$ cat config.mk
export PLATFORM = sky130hd
export DESIGN_NAME = csu_top
export DESIGN_NICKNAME = d
export VERILOG_FILES = /design/src/csu_pkg.sv /design/src/csu_range_if.sv /design/src/csu_top.sv /design/src/csu_range_dec.sv
export SDC_FILE = /design/constraint.sdc
export NUM_CORES = 1
export LEC_CHECK = 0
export ABC_AREA = 1
export BUFFER_PORTS_ARGS = -buffer_cell sky130_fd_sc_hd__clkbuf_2
export CAP_MARGIN = 25
export CELL_PAD_IN_SITES_DETAIL_PLACEMENT = 0
export CELL_PAD_IN_SITES_GLOBAL_PLACEMENT = 1
export CORE_UTILIZATION = 30
export DETAILED_ROUTE_END_ITERATION = 8
export PLACE_DENSITY_LB_ADDON = 0.05
export SLEW_MARGIN = 15
export SYNTH_ARGS = -nofsm -noshare
export SYNTH_HDL_FRONTEND = slang
export SYNTH_SLANG_ARGS = --single-unit
$ cat constraint.sdc
create_clock -name ref_clk_i -period 9.4 [get_ports ref_clk_i]
set_input_delay 0.94 -clock ref_clk_i [delete_from_list [all_inputs] [get_ports ref_clk_i]]
set_output_delay 0.94 -clock ref_clk_i [all_outputs]
set_load 0.01 [all_outputs]
$ cat src/csu_pkg.sv
// package for the chip-select and coprocessor pin unit
package csu_pkg;
  localparam int ADDR_W = 20;
  localparam int MID_N = 4;
  localparam int PER_LO_N = 5;
  localparam int PER_N = 7;
  // interrupt type raised on a pending coprocessor fault
  localparam logic [7:0] FAULT_ITYPE = 8'h10;
  // select outputs idle high
  localparam logic SEL_IDLE = 1'b1;
  // bus cycle kinds
  typedef enum logic [2:0] {
    CSU_IDLE = 3'b001,
    CSU_MEM = 3'b010,
    CSU_IO = 3'b100
  } csu_cyc_e;
endpackage : csu_pkg

$ cat src/csu_range_if.sv
// range compare lines between top and decoder
`timescale 1ns/10ps
interface csu_range_if;
  logic [csu_pkg::ADDR_W-1:0] addr;
  logic [csu_pkg::ADDR_W-1:0] base [csu_pkg::PER_N+csu_pkg::MID_N];
  logic [csu_pkg::ADDR_W-1:0] limit [csu_pkg::PER_N+csu_pkg::MID_N];
  logic [csu_pkg::PER_N+csu_pkg::MID_N-1:0] hit;
  modport top (output addr, output base, output limit, input hit);
  modport dec (input addr, input base, input limit, output hit);
endinterface : csu_range_if

$ cat src/csu_top.sv
// chip-select pin unit with numerics coprocessor handshake
`timescale 1ns/10ps
module csu_top #(
  parameter bit WIDE_BUS = 1'b1
) (
  // clock and reset
  input wire logic ref_clk_i,
  input wire logic rst_i,
  // bus cycle from core
  input wire logic cyc_start_i,
  input wire logic cyc_mem_i,
  input wire logic cyc_io_i,
  input wire logic [csu_pkg::ADDR_W-1:0] cyc_addr_i,
  input wire logic copro_access_i,
  input wire logic npx_op_start_i,
  // configuration from core-side control
  input wire logic cfg_wr_i,
  input wire logic [3:0] cfg_sel_i,
  input wire logic [csu_pkg::ADDR_W-1:0] cfg_base_i,
  input wire logic [csu_pkg::ADDR_W-1:0] cfg_limit_i,
  input wire logic mid_enable_i,
  input wire logic per_enable_i,
  input wire logic numerics_mode_i,
  input wire logic addr_out_mode_i,
  // coprocessor inputs on shared pins
  input wire logic copro_request_i,
  input wire logic copro_fault_i,
  // pins
  output logic midrange_sel0_or_copro_request_oe_n_o,
  output logic midrange_sel0_or_copro_request_o,
  output logic midrange_sel1_or_copro_fault_oe_n_o,
  output logic midrange_sel1_or_copro_fault_o,
  output logic midrange_sel2_o,
  output logic midrange_sel3_or_copro_select_o,
  output logic [csu_pkg::PER_LO_N-1:0] periph_select_low_o,
  output logic periph_select5_or_addr1_o,
  output logic periph_select6_or_addr2_o,
  // core side status
  output logic copro_req_seen_o,
  output logic fault_irq_o,
  output logic [7:0] fault_itype_o
);
  localparam int NR = csu_pkg::PER_N + csu_pkg::MID_N;

  csu_range_if rif ();

  logic [csu_pkg::ADDR_W-1:0] base_r [NR];
  logic [csu_pkg::ADDR_W-1:0] limit_r [NR];
  logic [NR-1:0] prog_r;
  logic [csu_pkg::ADDR_W-1:0] addr_r;
  logic mem_r;
  logic io_r;
  logic active_r;
  logic copro_acc_r;
  logic [1:0] lat_a_r;
  logic [csu_pkg::MID_N-1:0] mid_o_r;
  logic [csu_pkg::PER_N-1:0] per_o_r;
  logic oe0_n_r;
  logic oe1_n_r;
  logic req_r;
  logic irq_r;
  logic [7:0] itype_r;

  // pass ranges and the current address to the comparators
  assign rif.addr = addr_r;
  assign rif.base = base_r;
  assign rif.limit = limit_r;

  csu_range_dec #(.N(NR)) u_dec (
    .rif(rif)
  );

  // decoded qualify terms
  wire npx_on = numerics_mode_i && WIDE_BUS;
  wire [csu_pkg::PER_N-1:0] per_hit = rif.hit[csu_pkg::PER_N-1:0];
  wire [csu_pkg::MID_N-1:0] mid_hit = rif.hit[NR-1:csu_pkg::PER_N];
  wire [csu_pkg::PER_N-1:0] per_prog = prog_r[csu_pkg::PER_N-1:0];
  wire [csu_pkg::MID_N-1:0] mid_prog = prog_r[NR-1:csu_pkg::PER_N];
  wire [csu_pkg::MID_N-1:0] mid_act = {csu_pkg::MID_N{active_r && mem_r && mid_enable_i}}
      & mid_hit & mid_prog;
  wire [csu_pkg::PER_N-1:0] per_act = {csu_pkg::PER_N{active_r && (mem_r || io_r)
      && per_enable_i}} & per_hit & per_prog;
  wire cfg_idx_ok = cfg_sel_i < 4'(NR);
  wire fault_hit = npx_on && npx_op_start_i && copro_fault_i;

  // range storage; unprogrammed ranges keep their select idle
  always_ff @(posedge ref_clk_i) begin
    if (rst_i) begin
      prog_r <= '0;
    end else if (cfg_wr_i && cfg_idx_ok) begin
      prog_r[cfg_sel_i] <= 1'b1;
    end
  end

  always_ff @(posedge ref_clk_i) begin
    if (cfg_wr_i && cfg_idx_ok) begin
      base_r[cfg_sel_i] <= cfg_base_i;
      limit_r[cfg_sel_i] <= cfg_limit_i;
    end
  end

  // latch the cycle address at cycle start, held for the whole cycle
  always_ff @(posedge ref_clk_i) begin
    if (rst_i) begin
      addr_r <= '0;
      mem_r <= 1'b0;
      io_r <= 1'b0;
      active_r <= 1'b0;
      copro_acc_r <= 1'b0;
      lat_a_r <= 2'h0;
    end else if (cyc_start_i) begin
      addr_r <= cyc_addr_i;
      mem_r <= cyc_mem_i;
      io_r <= cyc_io_i;
      active_r <= cyc_mem_i || cyc_io_i;
      copro_acc_r <= copro_access_i;
      lat_a_r <= cyc_addr_i[2:1];
    end
  end

  // pin drivers, all registered
  always_ff @(posedge ref_clk_i) begin
    if (rst_i) begin
      mid_o_r <= {csu_pkg::MID_N{csu_pkg::SEL_IDLE}};
      per_o_r <= {csu_pkg::PER_N{csu_pkg::SEL_IDLE}};
      oe0_n_r <= 1'b0;
      oe1_n_r <= 1'b0;
    end else begin
      mid_o_r <= ~mid_act;
      per_o_r <= ~per_act;
      // pins 0 and 1 become inputs in numerics mode
      oe0_n_r <= npx_on;
      oe1_n_r <= npx_on;
      if (npx_on) begin
        mid_o_r[3] <= ~(active_r && copro_acc_r);
      end
      if (addr_out_mode_i) begin
        per_o_r[6:5] <= lat_a_r;
      end
    end
  end

  // coprocessor handshake inputs only looked at in numerics mode
  always_ff @(posedge ref_clk_i) begin
    if (rst_i) begin
      req_r <= 1'b0;
      irq_r <= 1'b0;
      itype_r <= 8'h00;
    end else begin
      req_r <= npx_on && copro_request_i;
      irq_r <= fault_hit;
      // type code kept from the first fault on, so the core may read it late
      if (fault_hit) begin
        itype_r <= csu_pkg::FAULT_ITYPE;
      end
    end
  end

  assign midrange_sel0_or_copro_request_o = mid_o_r[0];
  assign midrange_sel0_or_copro_request_oe_n_o = oe0_n_r;
  assign midrange_sel1_or_copro_fault_o = mid_o_r[1];
  assign midrange_sel1_or_copro_fault_oe_n_o = oe1_n_r;
  assign midrange_sel2_o = mid_o_r[2];
  assign midrange_sel3_or_copro_select_o = mid_o_r[3];
  assign periph_select_low_o = per_o_r[csu_pkg::PER_LO_N-1:0];
  assign periph_select5_or_addr1_o = per_o_r[5];
  assign periph_select6_or_addr2_o = per_o_r[6];
  assign copro_req_seen_o = req_r;
  assign fault_irq_o = irq_r;
  assign fault_itype_o = itype_r;

  property p_mid_sel;
    @(posedge ref_clk_i) disable iff (rst_i)
    (mid_act[2]) |=> !midrange_sel2_o;
  endproperty
  a_mid_sel: assert property (p_mid_sel) else $error("mid select 2 missed");

  property p_npx_dir;
    @(posedge ref_clk_i) disable iff (rst_i)
    npx_on |=> midrange_sel0_or_copro_request_oe_n_o && midrange_sel1_or_copro_fault_oe_n_o;
  endproperty
  a_npx_dir: assert property (p_npx_dir) else $error("handshake pins still driven");

  property p_req;
    @(posedge ref_clk_i) disable iff (rst_i)
    !npx_on |=> !copro_req_seen_o;
  endproperty
  a_req: assert property (p_req) else $error("request seen outside numerics");

  property p_irq;
    @(posedge ref_clk_i) disable iff (rst_i)
    npx_on && npx_op_start_i && copro_fault_i |=> fault_irq_o && fault_itype_o == 8'h10;
  endproperty
  a_irq: assert property (p_irq) else $error("fault interrupt missed");

  property p_cs;
    @(posedge ref_clk_i) disable iff (rst_i)
    npx_on && active_r && copro_acc_r |=> !midrange_sel3_or_copro_select_o;
  endproperty
  a_cs: assert property (p_cs) else $error("copro select missed");

  property p_per;
    @(posedge ref_clk_i) disable iff (rst_i)
    per_act[0] |=> !periph_select_low_o[0];
  endproperty
  a_per: assert property (p_per) else $error("peripheral select missed");

  property p_per_hi;
    @(posedge ref_clk_i) disable iff (rst_i)
    !addr_out_mode_i && per_act[6] |=> !periph_select6_or_addr2_o;
  endproperty
  a_per_hi: assert property (p_per_hi) else $error("upper select missed");

  property p_addr;
    @(posedge ref_clk_i) disable iff (rst_i)
    addr_out_mode_i |=> periph_select5_or_addr1_o == $past(lat_a_r[0]);
  endproperty
  a_addr: assert property (p_addr) else $error("address bit one wrong");

  property p_idle;
    @(posedge ref_clk_i) disable iff (rst_i)
    prog_r == '0 && !addr_out_mode_i && !npx_on
      |=> periph_select_low_o == 5'h1F && midrange_sel2_o;
  endproperty
  a_idle: assert property (p_idle) else $error("select active before programming");
endmodule : csu_top

$ cat src/csu_range_dec.sv
// address range comparator bank
`timescale 1ns/10ps
module csu_range_dec #(
  parameter int N = 11
) (
  csu_range_if.dec rif
);
  // inclusive window test
  function automatic logic in_rng(input logic [csu_pkg::ADDR_W-1:0] a,
      input logic [csu_pkg::ADDR_W-1:0] b, input logic [csu_pkg::ADDR_W-1:0] l);
    in_rng = (a >= b) && (a <= l);
  endfunction : in_rng

  // one comparator per select
  for (genvar g = 0; g < N; g++) begin : g_cmp
    assign rif.hit[g] = in_rng(rif.addr, rif.base[g], rif.limit[g]);
  end
endmodule : csu_range_dec

==> results of run 1 <==
## cell type report
cell class | count | area, µm²
Fill cell | 8838 | 56600
Tap cell | 1155 | 1450
Timing Repair Buffer | 112 | 666
Sequential cell | 490 | 14200
Clock buffer | 89 | 1890
Inverter | 551 | 2070
Multi-Input combinational cell | 1500 | 10200
Clock inverter | 28 | 156
## final timing paths
check	slack, ns	start	endpoint	depth (start not counted)
max	6.67	addr_r[14]$_SDFFE_PP0P_	mid_o_r[0]$_SDFF_PP1_	8
min	0.47	prog_r[1]$_SDFFE_PP0P_	prog_r[1]$_SDFFE_PP0P_	1
max reg2reg	6.67	addr_r[14]$_SDFFE_PP0P_	mid_o_r[0]$_SDFF_PP1_	8
min reg2reg	0.47	prog_r[1]$_SDFFE_PP0P_	prog_r[1]$_SDFFE_PP0P_	1
## worst max-delay path: stages, from the launching register on
cell                      delay, ns
sky130_fd_sc_hd__dfxtp_1       0.78
sky130_fd_sc_hd__buf_4         0.36
sky130_fd_sc_hd__ha_1          0.27
sky130_fd_sc_hd__nand2_1       0.07
sky130_fd_sc_hd__o21ai_0       0.09
sky130_fd_sc_hd__a21oi_1       0.53
sky130_fd_sc_hd__nand3_1       0.16
sky130_fd_sc_hd__nand2_1       0.22
sky130_fd_sc_hd__nand3_1       0.11
## cell usage after synthesis (3+ instances only)
cell	n
sky130_fd_sc_hd__a21o_1	6
sky130_fd_sc_hd__a21oi_1	198
sky130_fd_sc_hd__buf_4	8
sky130_fd_sc_hd__clkbuf_1	5
sky130_fd_sc_hd__dfxtp_1	50
sky130_fd_sc_hd__edfxtp_1	440
sky130_fd_sc_hd__ha_1	440
sky130_fd_sc_hd__inv_1	549
sky130_fd_sc_hd__nand2_1	389
sky130_fd_sc_hd__nand3_1	59
sky130_fd_sc_hd__nand4_1	44
sky130_fd_sc_hd__nor2_1	210
sky130_fd_sc_hd__nor2_2	3
sky130_fd_sc_hd__nor3_1	18
sky130_fd_sc_hd__o21a_1	8
sky130_fd_sc_hd__o21ai_0	95
sky130_fd_sc_hd__o21bai_1	14
## state kept, by name (all words and copies together) (netlist names)
signal and count:
base_r 220, limit_r 220, addr_r 20, prog_r 11, per_o_r 7, mid_o_r 4, active_r 1, copro_acc_r 1
copro_req_seen_o 1, fault_irq_o 1, fault_itype_o 1, io_r 1, mem_r 1, midrange_sel1_or_copro_fault_oe_n_o 1
## cells by family (layout without fill, tap and decap cells)
group / after synthesis / after routing / synth area share
DFF: 490 / 490 / 0.535
other: 1 / 7 / 0.000141
buffers and inverters: 567 / 780 / 0.0813
adders and majority gates: 440 / 440 / 0.207
and+or+nand+nor: 730 / 730 / 0.112
AOI/OAI and AO/OA: 323 / 323 / 0.0640
## power groups by stage
stage | clock [µW] | combinational, µW | sequential, µW
floorplan | 0 | 263 | 2500
global route | 2580 | 531 | 2490
CTS | 2490 | 466 | 2490
global placement | 0 | 454 | 2530
finish | 2410 | 455 | 2480
detailed placement | 0 | 463 | 2530
## layer usage
layer | GRT usage | routed length, µm | up-vias
li1 | - | - | 8912
met1 | 0.259 | 39900 | 8353
met2 | 0.288 | 35600 | 305
met3 | 0.0239 | 3150 | 82
met4 | 0.0515 | 1700 | 0
met5 | 0 | 0 | -
## per-stage QoR
| stage | utilization | hold WS [ns] |
|---|---|---|
| global placement | 0.327 | 0.446 |
| global route | 0.352 | 0.497 |
| floorplan | - | 0.436 |
| finish | 0.352 | 0.466 |
| CTS | 0.352 | 0.468 |
| detailed placement | 0.328 | 0.455 |
==> qor.yml, run 1 <==
drive_above_1_share: 0.0852
grt_start_max_net_pins: 42
comb_power_share: 0.085
first_global_vias: 17520
mean_cell_area_of_the_mapped_netlist_um2: 10.4
die_width_um: 300
peak_supply_drop_mv: 0.103
wl_per_cell_um: 20.5
path_max_fanout: 12
fp.dieH_um: 300
postCtsSetupRepairBufs: 0
drcViolationCount: 0
htree_depth: 3
ys_top_cells_by_area: "sky130_fd_sc_hd__edfxtp_1 50%, sky130_fd_sc_hd__ha_1 21%, sky130_fd_sc_hd__inv_1 7.8%"
path_clk_slew_ns: 0.06
setup_ws_ns: 6.67
die_area_um2: 89700
synth_top_area_cell: "sky130_fd_sc_hd__edfxtp_1"
grt_pass1_wl_um: 117000
power.density_nw_per_um2: 174
tritoncts.num_buffers: 66
rsz0062_at_grt: "no"
placed_cell_area_um2: 28600
grt_antenna_before_repair: 7
cell_internal_pwr_uw: 4000
ctsRootBufferMaster: "sky130_fd_sc_hd__clkbuf_16"
worst_ep_arrival_time_ns: 3.19
drt.antenna.violating_nets: 0
groute.usage.overall: 0.182
finalNonFillerCells: 3925
pwr-share-clk: 0.450
number_of_nets_in_the_layout: 3239
finalSetupViolCount: 0
min_period_over_period: 0.290
report.final.slew_viol_count: 0
timing.critical_path.from_type: "flop"
timing.final.crit_period_ns: 2.73
initial_utilization: 0.304
post_cts_hold_buffer_count: 0
yosysWarningCount: 0
power.share.switching: 0.251
synth.distinct_cells: 27
post-layout-total-power_uw: 5340
static-leakage-power_uw: 0.0144
count_of_flip_flops_with_a_built_in_enable_after_synthesis: 440
fin_skew_ns: 0.0120
asyncSetResetFlopFracSynth: 0
design.portCount: 101
yosysTopAreaCellShare: 0.497
fmaxAchievable_ghz: 0.367
drt-vias-per-instance: 4.50
postSynthCellCount: 2551
cts_tree: "yes"
place.detailed.instances: 3807
clock_tree.buffer_depth: 3
timing.slew.headroom: 0.333
num_vias: 17652
power.sequential.fraction: 0.464
layout.cells.most_common: "sky130_fd_sc_hd__inv_1"
ctsResizeCount: 0
total_negative_setup_slacks_ns: 0
fp.coreArea_um2: 87300
gr_ovfl_total: 0
floorplan.rows: 108
insertion_delay_of_the_later_clocked_pin_in_the_worst_skew_pair_ns: 0.59
mappedNetlistArea_um2: 26600
gp_congestion: 0.765
power.net_switching_uw: 1340
placement.io_buffers: 93
final_cell_mix: "543 x sky130_fd_sc_hd__inv_1, 440 x sky130_fd_sc_hd__ha_1, 440 x sky130_fd_sc_hd__edfxtp_1, 389 x sky130_fd_sc_hd__nand2_1, 210 x sky130_fd_sc_hd__nor2_1"
synth-main-ff-cell: "sky130_fd_sc_hd__edfxtp_1"
min-delay-path-class: "flop to flop"
number_of_hold_slack_violations_in_the_final_timing_report: 0
worst_pin_slew_ns: 1.00
synth_seq_cells: 490
timing.critical_path.to_type: "flop"
cts_num_sinks: 490
post-place-ws_ns: 6.17
route.final.wire_length_um: 80300
final_design_area_no_fill_um2: 30700
synth-seq-area-share: 0.535
insertedDiodeCount: 0
dr.first_iter.drc_count: 941
critical_path_class: "flop to flop"
worst-endpoint-required_ns: 9.86
flow.area_growth_from_synthesis_pct: 15.6
status: "completed"
max_cap_violations: 0
drt_first_pass_iters: 5
dp.final_hpwl_um: 52000
Note: power is estimated with default switching activity, not from simulation.
==> run 2, diff against run 1 <==
clock period = 2.4 ns   (was 9.4 ns; I/O delays follow)
==> run 2 against run 1 <==
Net effect:
- flip-flop and latch count is the same
- first-iteration DRC count increased by 12%
- sequential power increased to 3.8 times the previous value
- largest power group unchanged
- global-route usage increased by 0.57 points
- critical path depth up 1
- non-clock buffer count grew 81
- cell area is 2.6% higher
==> qor.yml, run 2 (synthesis gave the netlist of run 1 again) <==
postCtsSetupRepairBufs: 0  # unchanged
min_period_over_period: 0.941  # was 0.290
post-layout-total-power_uw: 20500  # was 5340 µW
layout.cells.most_common: "sky130_fd_sc_hd__inv_1"  # unchanged
critical_path_class: "flop to flop"  # unchanged
largest_registers: "base_r x220, limit_r x220, addr_r x20"  # unchanged
design.portCount: 101  # unchanged
path_max_fanout: 12  # unchanged
dp.final_hpwl_um: 58800  # was 52000 µm
place.detailed.instances: 3861  # was 3807
power.net_switching_uw: 5220  # was 1340 µW
peak_supply_drop_mv: 0.375  # was 0.103 mV
number_of_nets_in_the_layout: 3314  # was 3239
ctsRootBufferMaster: "sky130_fd_sc_hd__clkbuf_16"  # unchanged
groute.usage.overall: 0.188  # was 0.182
status: "completed"  # unchanged
cts_num_sinks: 490  # unchanged
tritoncts.num_buffers: 60  # was 66
timing.critical_path.from_type: "flop"  # unchanged
route.final.wire_length_um: 83600  # was 80300 µm
fp.coreArea_um2: 87300  # unchanged
htree_depth: 2  # was 3
worst_ep_arrival_time_ns: 2.75  # was 3.19 ns
worst_hold_slack_ns: 0.0393  # was 0.466 ns
num_vias: 18125  # was 17652
first_global_vias: 17709  # was 17520
floorplan.rows: 108  # unchanged
grt_pass1_wl_um: 120000  # was 117000 µm
drt.antenna.violating_nets: 0  # unchanged
min-delay-path-class: "input pin to flop"  # was flop to flop
grt_antenna_before_repair: 2  # was 7
total_negative_setup_slacks_ns: 0  # unchanged
comb_power_share: 0.106  # was 0.085
placement.io_buffers: 93  # unchanged
timing.final.crit_period_ns: 2.26  # was 2.73 ns
timing.slew.headroom: 0.521  # was 0.333
drive_above_1_share: 0.0988  # was 0.0852
grt_start_max_net_pins: 42  # unchanged
worst_pin_slew_ns: 0.716  # was 1.00 ns
pwr-share-clk: 0.429  # was 0.450
number_of_hold_slack_violations_in_the_final_timing_report: 0  # unchanged
finalSetupViolCount: 0  # unchanged
gr_ovfl_total: 0  # unchanged
power.density_nw_per_um2: 650  # was 174 nW/µm²
final_cell_mix: "544 x sky130_fd_sc_hd__inv_1, 440 x sky130_fd_sc_hd__ha_1, 440 x sky130_fd_sc_hd__edfxtp_1, 387 x sky130_fd_sc_hd__nand2_1, 210 x sky130_fd_sc_hd__nor2_1"  # was 543 x sky130_fd_sc_hd__inv_1, 440 x sky130_fd_sc_hd__ha_1, 440 x sky130_fd_sc_hd__edfxtp_1, 389 x sky130_fd_sc_hd__nand2_1, 210 x sky130_fd_sc_hd__nor2_1
die_width_um: 300  # unchanged
insertion_delay_of_the_later_clocked_pin_in_the_worst_skew_pair_ns: 0.62  # was 0.59 ns
finalNonFillerCells: 4000  # was 3925
wl_per_cell_um: 20.9  # was 20.5 µm
clock_tree.buffer_depth: 3  # unchanged
worst-endpoint-required_ns: 2.89  # was 9.86 ns
cts_tree: "yes"  # unchanged
timing.critical_path.to_type: "flop"  # unchanged
static-leakage-power_uw: 0.0148  # was 0.0144 µW
fp.dieH_um: 300  # unchanged
fin_skew_ns: 0.0135  # was 0.0120 ns
cell_internal_pwr_uw: 15300  # was 4000 µW
rsz0062_at_grt: "no"  # unchanged
fmaxAchievable_ghz: 0.443  # was 0.367 GHz
power.share.switching: 0.255  # was 0.251
drt_first_pass_iters: 5  # unchanged
drcViolationCount: 0  # unchanged
drt-vias-per-instance: 4.53  # was 4.50
report.final.slew_viol_count: 0  # unchanged
max_cap_violations: 0  # unchanged
dr.first_iter.drc_count: 1055  # was 941
gp_congestion: 0.821  # was 0.765
path_clk_slew_ns: 0.06  # about the same
power.sequential.fraction: 0.465  # was 0.464
initial_utilization: 0.304  # unchanged
insertedDiodeCount: 0  # unchanged
die_area_um2: 89700  # unchanged
flow.area_growth_from_synthesis_pct: 18.6  # was 15.6%
[run 2: cell types whose count changed in the layout (fill, tap and decap cells not counted), sizes merged, moves of 3 or more]
cell         delta
dlygate4sd3    +28
bufinv          +3
clkbuf         -18
buf            +53
clkinv          +9
[run 2: final timing paths]
kind	from	end	slack, ns	cells past startpoint
worst max register to register	addr_r[18]$_SDFFE_PP0P_	per_o_r[2]$_SDFF_PP1_	0.14	9
worst max-delay path	addr_r[18]$_SDFFE_PP0P_	per_o_r[2]$_SDFF_PP1_	0.14	9
worst min-delay path	cfg_limit_i[10]	limit_r[130]$_DFFE_PP_	0.04	1
worst min register to register	prog_r[1]$_SDFFE_PP0P_	prog_r[1]$_SDFFE_PP0P_	0.47	1
[run 2: layer usage]
| metal | vias to the layer above | share of wire | global-route usage |
|---|---|---|---|
| met5 | - | 0 | 0 |
| met2 | 281 | 0.44 | 0.293 |
| met3 | 84 | 0.035 | 0.0235 |
| met4 | 0 | 0.017 | 0.0367 |
| met1 | 8709 | 0.51 | 0.278 |
| li1 | 9051 | - | - |
[run 2: layout make-up]
cell class / count / area [µm²]
Sequential cell: 490 / 14200
Fill cell: 8762 / 55800
Tap cell: 1155 / 1450
Multi-Input combinational cell: 1500 / 10300
Clock inverter: 40 / 292
Clock buffer: 71 / 1570
Timing Repair Buffer: 193 / 1620
Inverter: 551 / 2070
[run 2: metrics by stage]
| step | worst slack [ns] | area [µm²] | utilization |
|---|---|---|---|
| 6_report | 0.141 | 31500 | 0.361 |
| 5_1_grt | 0.0108 | 31500 | 0.361 |
| 4_1_cts | 0.0523 | 31500 | 0.361 |
| 3_5_place_dp | -0.352 | 29300 | 0.336 |
| 3_3_place_gp | -0.334 | 29300 | 0.336 |
| 2_1_floorplan | -0.255 | 26600 | - |
[run 2: power by group through the flow]
stage,registers [µW],logic (µW),clock network [µW]
after floorplan,9770,1030,0
after global placement,9700,2160,0
final,9520,2180,8780
after CTS,9520,2230,9080
after detailed placement,9700,2180,0
after global routing,9530,2480,9390
[run 2: what timing repair did]
item                                   in CTS  in global routing
pin swaps                                   0                  0
setup endpoints to repair                   5                  3
hold buffers                               28                  0
endpoints found under the hold margin      32                  0
resized for setup                           7                  4
[run 2: worst max-delay path: stages (launching register included)]
cell	delay, ns
sky130_fd_sc_hd__dfxtp_2	0.37
sky130_fd_sc_hd__buf_4	0.22
sky130_fd_sc_hd__ha_1	0.30
sky130_fd_sc_hd__nand2_1	0.07
sky130_fd_sc_hd__nor2_1	0.21
sky130_fd_sc_hd__nand2_2	0.18
sky130_fd_sc_hd__nor3_4	0.27
sky130_fd_sc_hd__nand3_1	0.12
sky130_fd_sc_hd__nand2_1	0.26
sky130_fd_sc_hd__nand3_1	0.11
